## config.mk

```make
export PLATFORM = sky130hd
export DESIGN_NAME = rwd_watchdog
export DESIGN_NICKNAME = d
export VERILOG_FILES = /design/src/hdl/rwd_pkg.sv /design/src/hdl/rwd_watchdog.sv /design/src/hdl/rwd_counter.sv
export VERILOG_INCLUDE_DIRS = /design/src /design/src/hdl
export SDC_FILE = /design/constraint.sdc
export NUM_CORES = 1
export LEC_CHECK = 0
export ABC_AREA = 1
export BUFFER_PORTS_ARGS = -buffer_cell sky130_fd_sc_hd__buf_4
export CORE_MARGIN = 8
export CORE_UTILIZATION = 56
export DETAILED_ROUTE_END_ITERATION = 8
export PLACE_DENSITY_LB_ADDON = 0.2
export SYNTH_ARGS = -nofsm -noshare
export SYNTH_HDL_FRONTEND = slang
export SYNTH_SLANG_ARGS = --single-unit
```

## constraint.sdc

```tcl
create_clock -name clock -period 2.8 [get_ports clock]
set_input_delay 0.42 -clock clock [delete_from_list [all_inputs] [get_ports clock]]
set_output_delay 0.42 -clock clock [all_outputs]
set_load 0.02 [all_outputs]
```

## src/hdl/rwd_defs.svh

```systemverilog
// constants for the runaway watchdog
`ifndef RWD_DEFS_SVH
`define RWD_DEFS_SVH
`define RWD_CNT_W 16
`define RWD_CNT_INIT 16'hffff
`define RWD_CNT_ZERO 16'h0000
`define RWD_CNT_STEP 16'h0001
`endif

```

## src/hdl/rwd_pkg.sv

```systemverilog
// types for the runaway watchdog
package rwd_pkg;
    typedef struct packed {
        logic tick;
        logic clear_and_skip_instr;
        logic watchdog_disable_instr;
        logic ram_backup_entry;
    } rwd_core_t;
    typedef struct packed {
        logic first_underflow_flag;
        logic second_underflow_flag;
        logic watchdog_enable_flag;
    } rwd_flags_t;
    typedef enum logic [2:0] {
        rwd_run = 3'h1,
        rwd_armed = 3'h2,
        rwd_reset = 3'h4
    } rwd_state_t;
endpackage

```

## src/hdl/rwd_watchdog.sv

```systemverilog
// runaway watchdog top
`timescale 1ns/1ps
`include "rwd_defs.svh"
module rwd_watchdog (
    // clock and reset
    input wire logic clock,
    input wire logic rstn,
    // core instruction strobes, one cycle each
    input wire rwd_pkg::rwd_core_t core,
    // answers to core
    output logic skip,
    output rwd_pkg::rwd_flags_t flags,
    output logic [`RWD_CNT_W-1:0] watchdog_down_counter,
    // reset pin pull-down
    output logic reset_pin_out,
    output logic reset_pin_oe
);
    logic first_underflow_flag;
    logic second_underflow_flag;
    logic watchdog_enable_flag;
    logic disable_pending;
    rwd_pkg::rwd_state_t state;
    rwd_pkg::rwd_state_t next_state;
    wire logic underflow;
    wire logic fire;
    wire logic disable_now;
    wire logic clear_now;

    rwd_counter rwd_counter_i (
        .clock(clock),
        .rstn(rstn),
        .init(core.ram_backup_entry),
        .tick(core.tick),
        .count(watchdog_down_counter),
        .underflow(underflow)
    );

    // a new instruction on each tick; the pending disable lasts one instruction
    assign clear_now = core.clear_and_skip_instr && first_underflow_flag;
    assign disable_now = core.clear_and_skip_instr && disable_pending;
    assign fire = underflow && first_underflow_flag && watchdog_enable_flag
        && !core.ram_backup_entry;

    always_comb begin
        case (state)
            rwd_pkg::rwd_run: next_state = first_underflow_flag ? rwd_pkg::rwd_armed : rwd_pkg::rwd_run;
            rwd_pkg::rwd_armed: begin
                if (fire) begin
                    next_state = rwd_pkg::rwd_reset;
                end else if (!first_underflow_flag) begin
                    next_state = rwd_pkg::rwd_run;
                end else begin
                    next_state = rwd_pkg::rwd_armed;
                end
            end
            rwd_pkg::rwd_reset: next_state = rwd_pkg::rwd_reset;
            default: next_state = rwd_pkg::rwd_run;
        endcase
    end

    always_ff @(posedge clock) begin
        if (!rstn) begin
            first_underflow_flag <= 1'b0;
            second_underflow_flag <= 1'b0;
            watchdog_enable_flag <= 1'b1;
            disable_pending <= 1'b0;
            state <= rwd_pkg::rwd_run;
        end else begin
            state <= next_state;
            if (core.ram_backup_entry) begin
                first_underflow_flag <= 1'b0;
                watchdog_enable_flag <= 1'b1;
                disable_pending <= 1'b0;
            end else begin
                // set wins over clear
                if (underflow) begin
                    first_underflow_flag <= 1'b1;
                end else if (clear_now) begin
                    first_underflow_flag <= 1'b0;
                end
                if (fire) begin
                    second_underflow_flag <= 1'b1;
                end
                if (disable_now) begin
                    watchdog_enable_flag <= 1'b0;
                end
                if (core.watchdog_disable_instr) begin
                    disable_pending <= 1'b1;
                end else if (core.clear_and_skip_instr || core.tick) begin
                    disable_pending <= 1'b0;
                end
            end
        end
    end

    assign skip = clear_now;
    assign flags = '{first_underflow_flag, second_underflow_flag, watchdog_enable_flag};
    assign reset_pin_out = 1'b0;
    assign reset_pin_oe = (state == rwd_pkg::rwd_reset);
endmodule

```

## src/hdl/rwd_counter.sv

```systemverilog
// watchdog down counter with underflow pulse
`timescale 1ns/1ps
`include "rwd_defs.svh"
module rwd_counter (
    // clock and reset
    input wire logic clock,
    input wire logic rstn,
    // control
    input wire logic init,
    input wire logic tick,
    // status
    output logic [`RWD_CNT_W-1:0] count,
    output logic underflow
);
    wire logic at_zero;
    logic [`RWD_CNT_W-1:0] next_count;
    assign at_zero = (count == `RWD_CNT_ZERO);
    assign next_count = init ? `RWD_CNT_INIT : (tick ? count - `RWD_CNT_STEP : count);
    always_ff @(posedge clock) begin
        if (!rstn) begin
            count <= `RWD_CNT_INIT;
            underflow <= 1'b0;
        end else begin
            count <= next_count;
            underflow <= tick && at_zero && !init;
        end
    end
endmodule

```

; ---- After elaboration in Yosys (flattened, before gate mapping)
; Cells that the tools add are included.
[totals]
rom_bits = 0
word_cells = 34
ramBits = 0
input_bits = 6
latch_bits = 0
memories = 0
register_bits = 24
[op_classes]
bitwise_logic = 2
n_div = 0
order_cmp = 0
n_reduce_logical = 14
shift = 0
mux = 7
n_eq_ne = 3
n_mul = 0
n_addsub = 1
[op_table]
columns = cell, count
row1 = 16-bit zero test, 1
row2 = 16-bit by 1-bit subtractor with 16-bit output (second input constant), 1
row3 = 3-bit case mux with 3 select lines, 1
row4 = 1-bit logical AND, 7
row5 = 1-bit 2-to-1 mux, 4
row6 = 2-bit nonzero test, 2
row7 = 3-bit by 1-bit == test with 1-bit output (second input constant), 1
row8 = 3-bit by 2-bit == test with 1-bit output (second input constant), 1
row9 = 3-bit == test (second input constant), 1
row10 = 3-bit 2-to-1 mux, 1
row11 = 2-bit 2-to-1 mux, 1
row12 = 1-bit NOT, 2
row13 = 2-bit AND reduction, 1
row14 = 2-bit OR reduction, 1
row15 = 1-bit zero test, 1
row16 = 1-bit logical OR, 1

; ---- Depth between registers and ports, before layout
; Gate-level depths: netlist (run 1).
[depth]
depth_word = 5
depth_mapped = 9
depth_no_buf = 9

; ---- Cells and area by module
; A second synthesis (run 1) with hierarchy kept.
[hier_totals]
hier_cells = 171
area_unflattened_um2 = 1222.4
[by_module_without_submodules]
columns = mod, area_each_um2, cells_each, seq_area_each_um2, instances
row1 = rwd_counter, 864.6, 119, 340.3, 1
row2 = rwd_watchdog, 357.8, 52, 140.1, 1

; ---- Least setup slack after synthesis (run 1)
; OpenSTA, ideal clock, no wires.
[synth_path]
path_type = reg-to-reg
start = register rwd_counter_i.count[0]
end = register rwd_counter_i.count[6]
setup_time_ns = 0.119
path_slack_ns = 1.476
t_arrival_ns = 1.204
t_required_ns = 2.681
path_stages_with_launch = 9
path_cell_list = dfxtp_1 > inv_1 > ha_1 > nand2_1 > inv_1 > nand3_2 > inv_1 > a21oi_1 > o21ai_1
[synth_between]
elab_chain_cells = 1
[synth_rtl]
columns = item, line
row1 = "start, declared", rwd_counter.sv:12  ; output logic [`RWD_CNT_W-1:0] count,
row2 = "start signal, assigned", rwd_counter.sv:21  ; count <= `RWD_CNT_INIT;
row3 = "start signal, assigned", rwd_counter.sv:24  ; count <= next_count;
row4 = 16-bit by 1-bit subtractor with 16-bit output (no line), --
; Every way passes these cells.
; A chain may end at the register's enable or synchronous reset.

; ---- Worst setup path in the final report (run 1)
[layout_path]
start = register state[0]
end = output reset_pin_oe
[layout_between]
elab_chain_cells = 1
[layout_rtl]
columns = item, line
row1 = "start, declared", rwd_watchdog.sv:22  ; rwd_pkg::rwd_state_t state;
row2 = "start signal, assigned", rwd_watchdog.sv:67  ; state <= rwd_pkg::rwd_run;
row3 = "start signal, assigned", rwd_watchdog.sv:69  ; state <= next_state;
row4 = 3-bit == test, rwd_watchdog.sv:99  ; assign reset_pin_oe = (state == rwd_pkg::rwd_reset);
row5 = "end, declared", rwd_watchdog.sv:16  ; output logic reset_pin_oe
; Every way passes these cells.

==> summary.md, run 1 <==
| Metric | Value |
|---|---|
| Status | finished clean |
| Dpl ws | 1.139 ns |
| RR Endpoint | rwd_counter_i.count[12]$_SDFFE_PP1P_ |
| CP required | 2.38 ns |
| Via count | 1043 |
| CTS root buffer | clkbuf_4 |
| Unique masters post-synth | 26 |
| Hold Slack | 0.3207 ns |
| Clk_lat worst skew | 0.30 ns |
| Antenna-violating nets left | 0 |
| Pin count of the biggest net entering global routing | 14 |
| Clock Skews | 0.004766 ns |
| Row count | 16 |
| CP most frequent cell | inv_1 |
| Clock sinks | 24 |
| Met1 global-route usage | 15.85% |
| Synthesized net count | 167 |
| Sw Pwr | 113.5 uW |
| Post-CTS sizing | 0 |
| Initial Util | 59.76% |
| CP max FO | 2 |
| Antenna Cells | 0 |
| Clock share of power | 28.2% |
| Setup crit end | reset_pin_oe |
| Reg power frac | 66.8% |
| Register area share after synthesis | 40.98% |
| CP startpoint kind | register |
| Worst hold-check path type | in -> reg |
| Max_cap viols | 0 |
| Max VDD drop | 0.2433 mV |
| Max-slew violation count | 0 |
| Hold Buf Count CTS | 0 |
| Placed cells | 206 |
| Leak Pwr | 0.6793 nW |
| IO Count | 28 |
| Total core area | 0.001962 mm^2 |
| 1st-iter DRT viols | 40 |
| Pwr/cell area | 378.4 mW/mm^2 |
| FF-to-FF Start | rwd_counter_i.count[0]$_SDFFE_PP1P_ |
| Vias per cell | 4.990 |
| Fill count | 179 |
| Non-Filler Instances | 209 |
| Synthesis Warnings | 0 |
| Slew HR | 64.68% |
| GRT busiest layer | met2 |
| Post-Syn Area | 0.001172 mm^2 |
| Gr ovfl total | 0 |
| Flops & latches, synth | 24 |
| Final setup fails | 0 |
| Die width | 61.76 um |
| Slowest cell delay on critical path | 0.35 ns |
| Tmin final | 1.439 ns |
| Reg2Reg Depth | 9 |
| Period utilization | 51.40% |
| Final worst setup slack | 1.361 ns |
| CTS tree | built |
| Critical Path Slowest Stage Cell | dfxtp_1 |
| Final wirelength | 2.428 mm |
| Met3 usage | 2.675% |
| Crit path kind | reg -> out |
| Comb power frac | 5.0% |
| R2R Setup Slk | 1.45 ns |
| CTS max path bufs | 2 |
| Port bufs | 26 |
| RSZ-0062 raised after global routing | false |
| Setup TNS Final | 0 ns |
| WP data arrival | 1.02 ns |
| CP startpoint | state[0]$_SDFF_PN1_ |
| Vias in the first global route | 993 |
| Detailed Routing Iterations Pass 1 | 4 |
| Proportion of layout cells with a drive suffix above 1 | 25.27% |
| CTS buffer count | 3 |
| Final-stage net count | 191 |
| WL/cell | 11.62 um |
| Area Growth Syn to Fin | 16.54% |
| Sequence of cells on the critical path | inv_1, nand3_1, inv_1, buf_4 |
| Clk pin slew, worst setup/hold paths | 0.13 ns |
| Die ar. | 0.003814 mm^2 |
| Worst slew pin tran | 0.5292 ns |
| Internal Power | 403.4 uW |
| Fmax | 694.9 MHz |
| Routability cong. | 0.8072 |
| Design Area, Final | 0.001366 mm^2 |
| M2 GR Usage | 24.52% |
| H-tree Lvls | 1 |
| Critical Path End Type | output port |
| Initial antenna violation count | 0 |
| Hold Vio Cnt, Final | 0 |
| Sw frac | 21.96% |
| First-pass GRT wire length | 4.029 mm |
| Mapped Cells | 160 |
| Mean Syn Cell Area | 7.327 um^2 |
| Setup Fix Bufs, Post-CTS | 0 |
| Chip height | 61.76 um |
| DRC viols | 0 |
| Post-place instance area | 0.001344 mm^2 |
| Global-route usage over all layers | 13.39% |
| DPL Wire Length | 1.871 mm |
[cell families (layout without fill, tap and decap cells)]
kind of cell | count (synthesis) | count (layout) | share of synthesized area, %
AO/OA/AOI/OAI | 17 | 17 | 7.898
buffers and inverters | 31 | 53 | 12.59
AND/OR/NAND/NOR | 86 | 86 | 37.14
adder cells (fa/ha/maj) | 1 | 1 | 1.067
flip-flops | 24 | 24 | 40.98
other | 1 | 1 | 0.3199
[area by class of cell]
class                           instances  area [um^2]  area share [%]
Clock buffer                            3        22.52           1.648
Sequential cell                        24        480.5           35.16
Inverter                               24        90.09           6.593
Multi-Input combinational cell        105        544.3           39.84
Tap cell                               27        33.78           2.473
Timing Repair Buffer                   26        195.2           14.29
[Yosys cell counts]
master | count | area [um^2]
buf_2 | 1 | 5.000
o211ai_1 | 1 | 7.510
o21ai_1 | 1 | 5.000
o21ai_0 | 6 | 30.03
inv_1 | 24 | 90.09
buf_4 | 4 | 30.03
and2_4 | 1 | 8.760
a21oi_1 | 7 | 35.03
nor2_2 | 6 | 37.54
and3_1 | 1 | 6.260
nand3_2 | 3 | 30.03
ha_1 | 1 | 12.51
conb_1 | 1 | 3.750
nand2_1 | 28 | 105.1
nand4_1 | 4 | 25.02
nor2_4 | 3 | 33.78
nor3_1 | 1 | 5.000
or2_2 | 1 | 6.260
nand3_1 | 20 | 100.1
a21o_2 | 1 | 8.760
nand2_2 | 1 | 6.260
nor2_1 | 16 | 60.06
dfxtp_1 | 24 | 480.5
nand3b_2 | 1 | 11.26
a31oi_1 | 1 | 6.260
buf_6 | 2 | 22.52
[metrics by stage]
step,power (mW),util (%)
after CTS,0.5194,69.64
final,0.5170,69.64
after detailed placement,0.3786,68.49
after global placement,0.3773,68.49
after global routing,0.5355,69.64
after floorplan,0.3683,-
[critical path: cells and delay by family (launching register included)]
| kind | cells | cell delay (ns) |
|---|---|---|
| buffers and inverters | 3 | 0.26 |
| flip-flops | 1 | 0.35 |
| AND/OR/NAND/NOR | 1 | 0.10 |
[sequential cells by signal, indices dropped and copies added (netlist names)]
signal	count
state	3
watchdog_enable_flag	1
second_underflow_flag	1
rwd_counter_i.count	16
rwd_counter_i.underflow	1
first_underflow_flag	1
disable_pending	1
[routing by layer]
| metal | vias to the layer above | wire [um] |
|---|---|---|
| li1 | 551 | - |
| met1 | 463 | 1107 |
| met2 | 27 | 1162 |
| met3 | 2 | 150 |
| met4 | 0 | 8 |
| met5 | - | 0 |
[cell usage in the layout, fill, tap and decap left out, drive strengths merged]
| cell | Yosys | layout |
|---|---|---|
| a21o | 1 | 1 |
| o211ai | 1 | 1 |
| a21oi | 7 | 7 |
| inv | 24 | 24 |
| buf | 7 | 26 |
| and2 | 1 | 1 |
| o21ai | 7 | 7 |
| nand2 | 29 | 29 |
| nor2 | 25 | 25 |
| or2 | 1 | 1 |
| nand4 | 4 | 4 |
| conb | 1 | 1 |
| nand3 | 23 | 23 |
| nand3b | 1 | 1 |
| clkbuf | 0 | 3 |
| and3 | 1 | 1 |
| dfxtp | 24 | 24 |
| a31oi | 1 | 1 |
| ha | 1 | 1 |
| nor3 | 1 | 1 |
[power by group through the flow]
stage               clock network [mW]  logic [mW]  registers [mW]
floorplan                            0      0.0140           0.354
global placement                     0      0.0245           0.353
detailed placement                   0      0.0255           0.353
CTS                              0.148      0.0257           0.345
global route                     0.161      0.0282           0.346
finish                           0.146      0.0258           0.345
[worst min-delay path by stage]
| stage | start | end | slack [ns] | depth (start not counted) |
|---|---|---|---|---|
| after detailed placement | second_underflow_flag$_SDFFE_PN0P_ | second_underflow_flag$_SDFFE_PN0P_ | 0.46 | 2 |
| final | core[1] | disable_pending$_SDFFE_PP0P_ | 0.32 | 3 |
| after global routing | rstn | state[0]$_SDFF_PN1_ | 0.33 | 2 |
| after global placement | second_underflow_flag$_SDFFE_PN0P_ | second_underflow_flag$_SDFFE_PN0P_ | 0.46 | 2 |
| after floorplan | second_underflow_flag$_SDFFE_PN0P_ | second_underflow_flag$_SDFFE_PN0P_ | 0.43 | 2 |
| after CTS | core[1] | disable_pending$_SDFFE_PP0P_ | 0.32 | 3 |
No activity file was read; power rests on OpenSTA's default activity.
==> run 2, diff against run 1 <==
CORE_UTILIZATION = 47   (was 56)
clock period = 1.3 ns   (was 2.8 ns; I/O delays follow)
==> run 2 against run 1 <==
Net effect: first-iteration DRC count rose by 85%; power grew to 2.6 times the previous value; wire length rose by 8.9%; clock skew rose by 0.0020 ns; non-clock buffer count up 3; sequential cell count unchanged; sequential share of layout area down 1.7 points; critical path type is now reg -> reg; largest cell class unchanged; largest power group unchanged; highest routed layer unchanged.
==> summary.md, run 2 (same netlist as run 1, synthesis figures left out) <==
| Metric | Value |
|---|---|
| Status | finished clean |
| Worst hold-check path type | in -> reg |
| Global-route usage over all layers | 11.88% (-1.5 points) |
| Clock Skews | 0.006728 ns (+0.001963 ns) |
| Design Area, Final | 0.001445 mm^2 (+5.8%) |
| First-pass GRT wire length | 4.229 mm (+5.0%) |
| Met2 wire len | 1.250 mm (+7.6%) |
| CP startpoint kind | register |
| Routed length on met3 | 196 um (+31%) |
| Gr ovfl total | 0 (unchanged) |
| Routability cong. | 0.8001 (-0.88%) |
| 1st-iter DRT viols | 74 (+85%) |
| Tmin final | 1.230 ns |
| Hold Vio Cnt, Final | 0 (unchanged) |
| Clk_lat worst skew | 0.32 ns (+0.02 ns) |
| DPL Wire Length | 1.992 mm (+6.4%) |
| Clock sinks | 24 (unchanged) |
| Slowest cell delay on critical path | 0.36 ns (about the same) |
| DRC viols | 0 (unchanged) |
| CTS max path bufs | 2 (unchanged) |
| RSZ-0062 raised after global routing | true |
| Leak Pwr | 0.7055 nW (+3.9%) |
| Period utilization | 94.63% |
| Final wirelength | 2.643 mm (+8.9%) |
| Clk pin slew, worst setup/hold paths | 0.14 ns (about the same) |
| CP startpoint | rwd_counter_i.count[1]$_SDFFE_PP1P_ |
| Setup TNS Final | 0 ns (unchanged) |
| CTS buffer count | 3 (unchanged) |
| RR Endpoint | rwd_counter_i.count[12]$_SDFFE_PP1P_ |
| Row count | 18 (+2) |
| Commonest non-fill, non-tap cells in the layout | buf_4, nand2_1, inv_1, dfxtp_1, nand3_1 |
| Vias in the first global route | 1007 (+1.4%) |
| Fmax | 812.9 MHz |
| M1 WL | 1.160 mm (+4.8%) |
| Die width | 65.95 um (+6.8%) |
| Initial antenna violation count | 0 (unchanged) |
| Biggest regs | rwd_counter_i.count x16, state x3 |
| WL/cell | 12.18 um (+4.8%) |
| Antenna Cells | 0 (unchanged) |
| CP most frequent cell | nand2_2 |
| CTS root buffer | clkbuf_4 |
| CP required | 1.51 ns (-0.87 ns) |
| Max_cap viols | 0 (unchanged) |
| Final setup fails | 0 (unchanged) |
| CP max FO | 6 (+4) |
| Most flop-heavy register | rwd_counter_i.count |
| R2R Setup Slk | 0.07 ns (-1.38 ns) |
| Fill count | 226 (+26%) |
| Max-slew violation count | 0 (unchanged) |
| Setup crit end | rwd_counter_i.count[12]$_SDFFE_PP1P_ |
| Initial Util | 48.65% (-11 points) |
| FF-to-FF Start | rwd_counter_i.count[1]$_SDFFE_PP1P_ |
| Pin count of the biggest net entering global routing | 15 (+1) |
| Reg2Reg Depth | 9 (unchanged) |
| Port bufs | 26 (unchanged) |
| Final-stage net count | 195 (+2.1%) |
| H-tree Lvls | 1 (unchanged) |
| Max FFs per register | 16 (unchanged) |
| Commonest non-fill, non-tap cell in the layout | buf_4 |
| Detailed Routing Iterations Pass 1 | 4 (unchanged) |
| Proportion of layout cells with a drive suffix above 1 | 31.02% (+5.7 points) |
| WP data arrival | 1.44 ns (+0.42 ns) |
| Antenna-violating nets left | 0 (unchanged) |
| Vias per cell | 5.069 (+1.6%) |
| IO Count | 28 (unchanged) |
| Die ar. | 0.004349 mm^2 (+14%) |
| Area Growth Syn to Fin | 23.27% |
| Top Metal Used | met4 |
| Critical Path Slowest Stage Cell | dfxtp_2 |
| Chip height | 65.95 um (+6.8%) |
| Total core area | 0.002410 mm^2 (+23%) |
| Post-place instance area | 0.001356 mm^2 (+0.93%) |
| Via count | 1100 (+5.5%) |
| Sequence of cells on the critical path | inv_1, ha_1, nand2_2, inv_2, nand3_4, nor2_4, nand2_2, nand2_1, nand3_1 |
| Hold Slack | 0.07451 ns (-0.2462 ns) |
| Crit path kind | reg -> reg |
| Pwr/cell area | 932.9 mW/mm^2 (+150%) |
| Critical Path End Type | register |
| CTS tree | built |
| Max VDD drop | 0.6658 mV (+170%) |
## run 2: cell count changes in the layout (fill, tap and decap cells not counted), sizes merged
cell,change
nor2,+1
bufinv,+1
buf,+3
## run 2: worst min-delay path by stage
stage,depth (start not counted),end,from
6_report,3,disable_pending$_SDFFE_PP0P_,core[1]
5_1_grt,2,state[0]$_SDFF_PN1_,rstn
4_1_cts,3,disable_pending$_SDFFE_PP0P_,core[1]
3_5_place_dp,3,disable_pending$_SDFFE_PP0P_,core[1]
3_3_place_gp,3,disable_pending$_SDFFE_PP0P_,core[1]
2_1_floorplan,1,state[0]$_SDFF_PN1_,rstn
## run 2: timing repair
item	CTS	global route
cloned	0	1
pin swaps	1	2
setup endpoints to repair	1	8
gates resized for setup	1	6
buffers inserted	1	1
hold buffers	0	0
## run 2: metrics by stage
stage	cells	setup WS [ns]	utilization [%]	total power, mW
2_1_floorplan	160	0.01258	-	0.7936
3_3_place_gp	210	0.08969	56.28	0.8175
3_5_place_dp	210	0.02873	56.28	0.8192
4_1_cts	215	0.0009099	58.77	1.359
5_1_grt	217	-0.02399	59.97	1.398
6_report	217	0.06984	59.97	1.348
## run 2: final cells by class
cell class / count / area, um^2 / share of cell area [%]
inverters: 24 / 90.09 / 6.234
flip-flops and latches: 24 / 484.2 / 33.51
repair buffers: 29 / 217.7 / 15.06
well taps: 30 / 37.54 / 2.597
clock buffers: 3 / 22.52 / 1.558
multi-input cells: 106 / 563.0 / 38.96
clock inverters: 1 / 30.03 / 2.078
## run 2: metal layers
layer	track usage, %	vias to the layer above
met4	5.600	0
met1	14.10	504
li1	-	560
met2	19.49	32
met3	3.051	4
met5	0	-
## run 2: worst max-delay path, delay by kind of cell (launching register included)
kind	cells	cell delay (ns)
adders and majority gates	1	0.15
buffers and inverters	2	0.13
and+or+nand+nor	6	0.48
DFF	1	0.36
## run 2: power by group
| group | total (mW) | switching [mW] | internal [mW] |
|---|---|---|---|
| clock network | 0.542 | 0.230 | 0.312 |
| registers | 0.744 | 0.00367 | 0.741 |
| logic | 0.0620 | 0.0369 | 0.0252 |
| total | 1.35 | 0.271 | 1.08 |
==> run 3, diff against run 2 <==
GPL_ROUTABILITY_DRIVEN = 0   (was default)
SETUP_SLACK_MARGIN = 0.15   (was default)
==> run 3 against run 2 <==
Net effect: non-clock buffer count up 4; final cell count up 1.8%; final area up 4.9%; fmax up 3.8%; largest power group unchanged; largest cell class unchanged; worst hold slack worse by 0.0094 ns; wire length up 0.61%; global-route usage up 0.83 points; critical endpoint unchanged.
==> summary.md, run 3 (same netlist as run 1, synthesis figures left out) <==
| Metric | Value |
|---|---|
| Leak Pwr | 0.7086 nW (+0.44%) |
| Biggest regs | rwd_counter_i.count x16, state x3 |
| H-tree Lvls | 1 (unchanged) |
| Period utilization | 91.17% (-3.5 points) |
| R2R Setup Slk | 0.11 ns (+0.04 ns) |
| Slowest cell delay on critical path | 0.37 ns (about the same) |
| Final wirelength | 2.659 mm (+0.61%) |
| Port bufs | 26 (unchanged) |
| First-pass GRT wire length | 4.395 mm (+3.9%) |
| RSZ-0062 raised after global routing | true |
| Post-place instance area | 0.001380 mm^2 (+1.8%) |
| Vias per cell | 4.910 (-3.1%) |
| Final setup fails | 0 (unchanged) |
| Pin count of the biggest net entering global routing | 14 (-1) |
| Clk pin slew, worst setup/hold paths | 0.13 ns (about the same) |
| 1st-iter DRT viols | 49 (-34%) |
| Gr ovfl total | 0 (unchanged) |
| Min-delay src | rstn |
| Total core area | 0.002410 mm^2 (unchanged) |
| Clk_lat worst skew | 0.31 ns (about the same) |
| Max_cap viols | 0 (unchanged) |
| Antenna Cells | 0 (unchanged) |
| Design Area, Final | 0.001516 mm^2 (+4.9%) |
| Critical Path End Type | register |
| Die ar. | 0.004349 mm^2 (unchanged) |
| CP max FO | 6 (unchanged) |
| GRT busiest layer | met2 |
| Hold Slack | 0.06514 ns (-0.009371 ns) |
| CTS max path bufs | 2 (unchanged) |
| CTS buffer count | 3 (unchanged) |
| Setup TNS Final | 0 ns (unchanged) |
| Tmin final | 1.185 ns (-0.04494 ns) |
| RR Endpoint | rwd_counter_i.count[12]$_SDFFE_PP1P_ |
| Detailed Routing Iterations Pass 1 | 4 (unchanged) |
| Final-stage net count | 199 (+2.1%) |
| CTS tree | built |
| Fmax | 843.7 MHz (+3.8%) |
| Clock Skews | 0.004704 ns (-0.002025 ns) |
| Worst Hold Path EP | state[0]$_SDFF_PN1_ |
| Final Power | 1.141 mW (-15%) |
| Initial Util | 48.65% (unchanged) |
| Proportion of layout cells with a drive suffix above 1 | 40.84% (+9.8 points) |
| Global-route usage over all layers | 12.71% (+0.83 points) |
| M2 GR Usage | 20.83% (+1.3 points) |
| WL/cell | 12.03 um (-1.2%) |
| Max VDD drop | 0.5389 mV (-19%) |
| Die width | 65.95 um (unchanged) |
| Met3 usage | 3.220% (+0.17 points) |
| Area Growth Syn to Fin | 29.35% |
| WP data arrival | 1.39 ns (-0.05 ns) |
| Crit path kind | reg -> reg |
| Via count | 1085 (-1.4%) |
| Hold Path Depth | 2 (-1) |
| Commonest non-fill, non-tap cell in the layout | buf_4 |
| CP required | 1.51 ns (about the same) |
| IO Count | 28 (unchanged) |
| Reg2Reg Depth | 9 (unchanged) |
| Met1 global-route usage | 14.38% (+0.28 points) |
| DPL Wire Length | 1.902 mm (-4.5%) |
| Row count | 18 (unchanged) |
| Initial antenna violation count | 0 (unchanged) |
| Sequence of cells on the critical path | inv_4, ha_4, nand2_4, inv_4, nand3_4, nor2_4, nand2_1, nand2_1, nand3_1 |
| Clock sinks | 24 (unchanged) |
| Status | finished clean |
| CTS root buffer | clkbuf_4 |
| Critical Path Slowest Stage Cell | dfxtp_4 |
| DRC viols | 0 (unchanged) |
| Chip height | 65.95 um (unchanged) |
| Commonest non-fill, non-tap cells in the layout | buf_4, nand2_1, nand3_1, inv_1, nor2_1 |
| CP startpoint kind | register |
| Antenna-violating nets left | 0 (unchanged) |
| Worst hold-check path type | in -> reg |
| Most flop-heavy register | rwd_counter_i.count |
| Max-slew violation count | 0 (unchanged) |
| Hold Vio Cnt, Final | 0 (unchanged) |
| FF-to-FF Start | rwd_counter_i.count[0]$_SDFFE_PP1P_ |
| Max FFs per register | 16 (unchanged) |
| Pwr/cell area | 752.1 mW/mm^2 (-19%) |
| Vias in the first global route | 1059 (+5.2%) |
-- run 3: area by class of cell --
| class | instances | area (um^2) |
|---|---|---|
| Fill cell | 213 | 893.4 |
| Multi-Input combinational cell | 106 | 593.1 |
| Sequential cell | 24 | 503.0 |
| Timing Repair Buffer | 33 | 259.0 |
| Inverter | 24 | 97.59 |
| Tap cell | 30 | 37.54 |
| Clock buffer | 3 | 22.52 |
| Clock inverter | 1 | 3.754 |
-- run 3: report_power, final --
group	total, mW	internal [mW]	switching, mW
sequential	0.740	0.735	0.00485
clock	0.334	0.112	0.222
combinational	0.0660	0.0273	0.0387
-- run 3: repair_timing --
item | in CTS | in global routing
hold buffers | 0 | 0
gates cloned | 1 | 0
setup buffers | 3 | 3
gates resized for setup | 14 | 12
pin swaps | 4 | 2
endpoints found under the setup margin | 12 | 21
-- run 3: worst max-delay path: cells and delay by family (launching register included) --
kind,cells,cell delay [ns]
and+or+nand+nor,6,0.46
DFF,1,0.37
adders and majority gates,1,0.13
buffers and inverters,2,0.12
-- run 3: how the worst max path moves through the flow --
stage | startpoint | end | slack (ns) | cells past startpoint
floorplan | rwd_counter_i.count[1]$_SDFFE_PP1P_ | rwd_counter_i.count[12]$_SDFFE_PP1P_ | 0.13 | 9
global placement | rwd_counter_i.count[1]$_SDFFE_PP1P_ | rwd_counter_i.count[12]$_SDFFE_PP1P_ | 0.14 | 9
detailed placement | rwd_counter_i.count[1]$_SDFFE_PP1P_ | rwd_counter_i.count[12]$_SDFFE_PP1P_ | 0.07 | 9
CTS | rwd_counter_i.count[0]$_SDFFE_PP1P_ | rwd_counter_i.count[12]$_SDFFE_PP1P_ | 0.11 | 9
global route | rwd_counter_i.count[0]$_SDFFE_PP1P_ | rwd_counter_i.count[12]$_SDFFE_PP1P_ | 0.04 | 9
finish | rwd_counter_i.count[0]$_SDFFE_PP1P_ | rwd_counter_i.count[12]$_SDFFE_PP1P_ | 0.11 | 9
-- run 3: routing by layer --
metal  vias up  part of all wire [%]
li1        571                     -
met4         0                   1.9
met1       490                    44
met5         -                     0
met2        20                    49
met3         4                   5.1
-- run 3: stage by stage --
stage | setup WS, ns | util [%] | std cells
global placement | 0.1397 | 57.27 | 210
detailed placement | 0.06640 | 57.27 | 210
global route | 0.03969 | 62.93 | 221
finish | 0.1148 | 62.93 | 221
CTS | 0.1086 | 60.96 | 218
floorplan | 0.1318 | - | 160
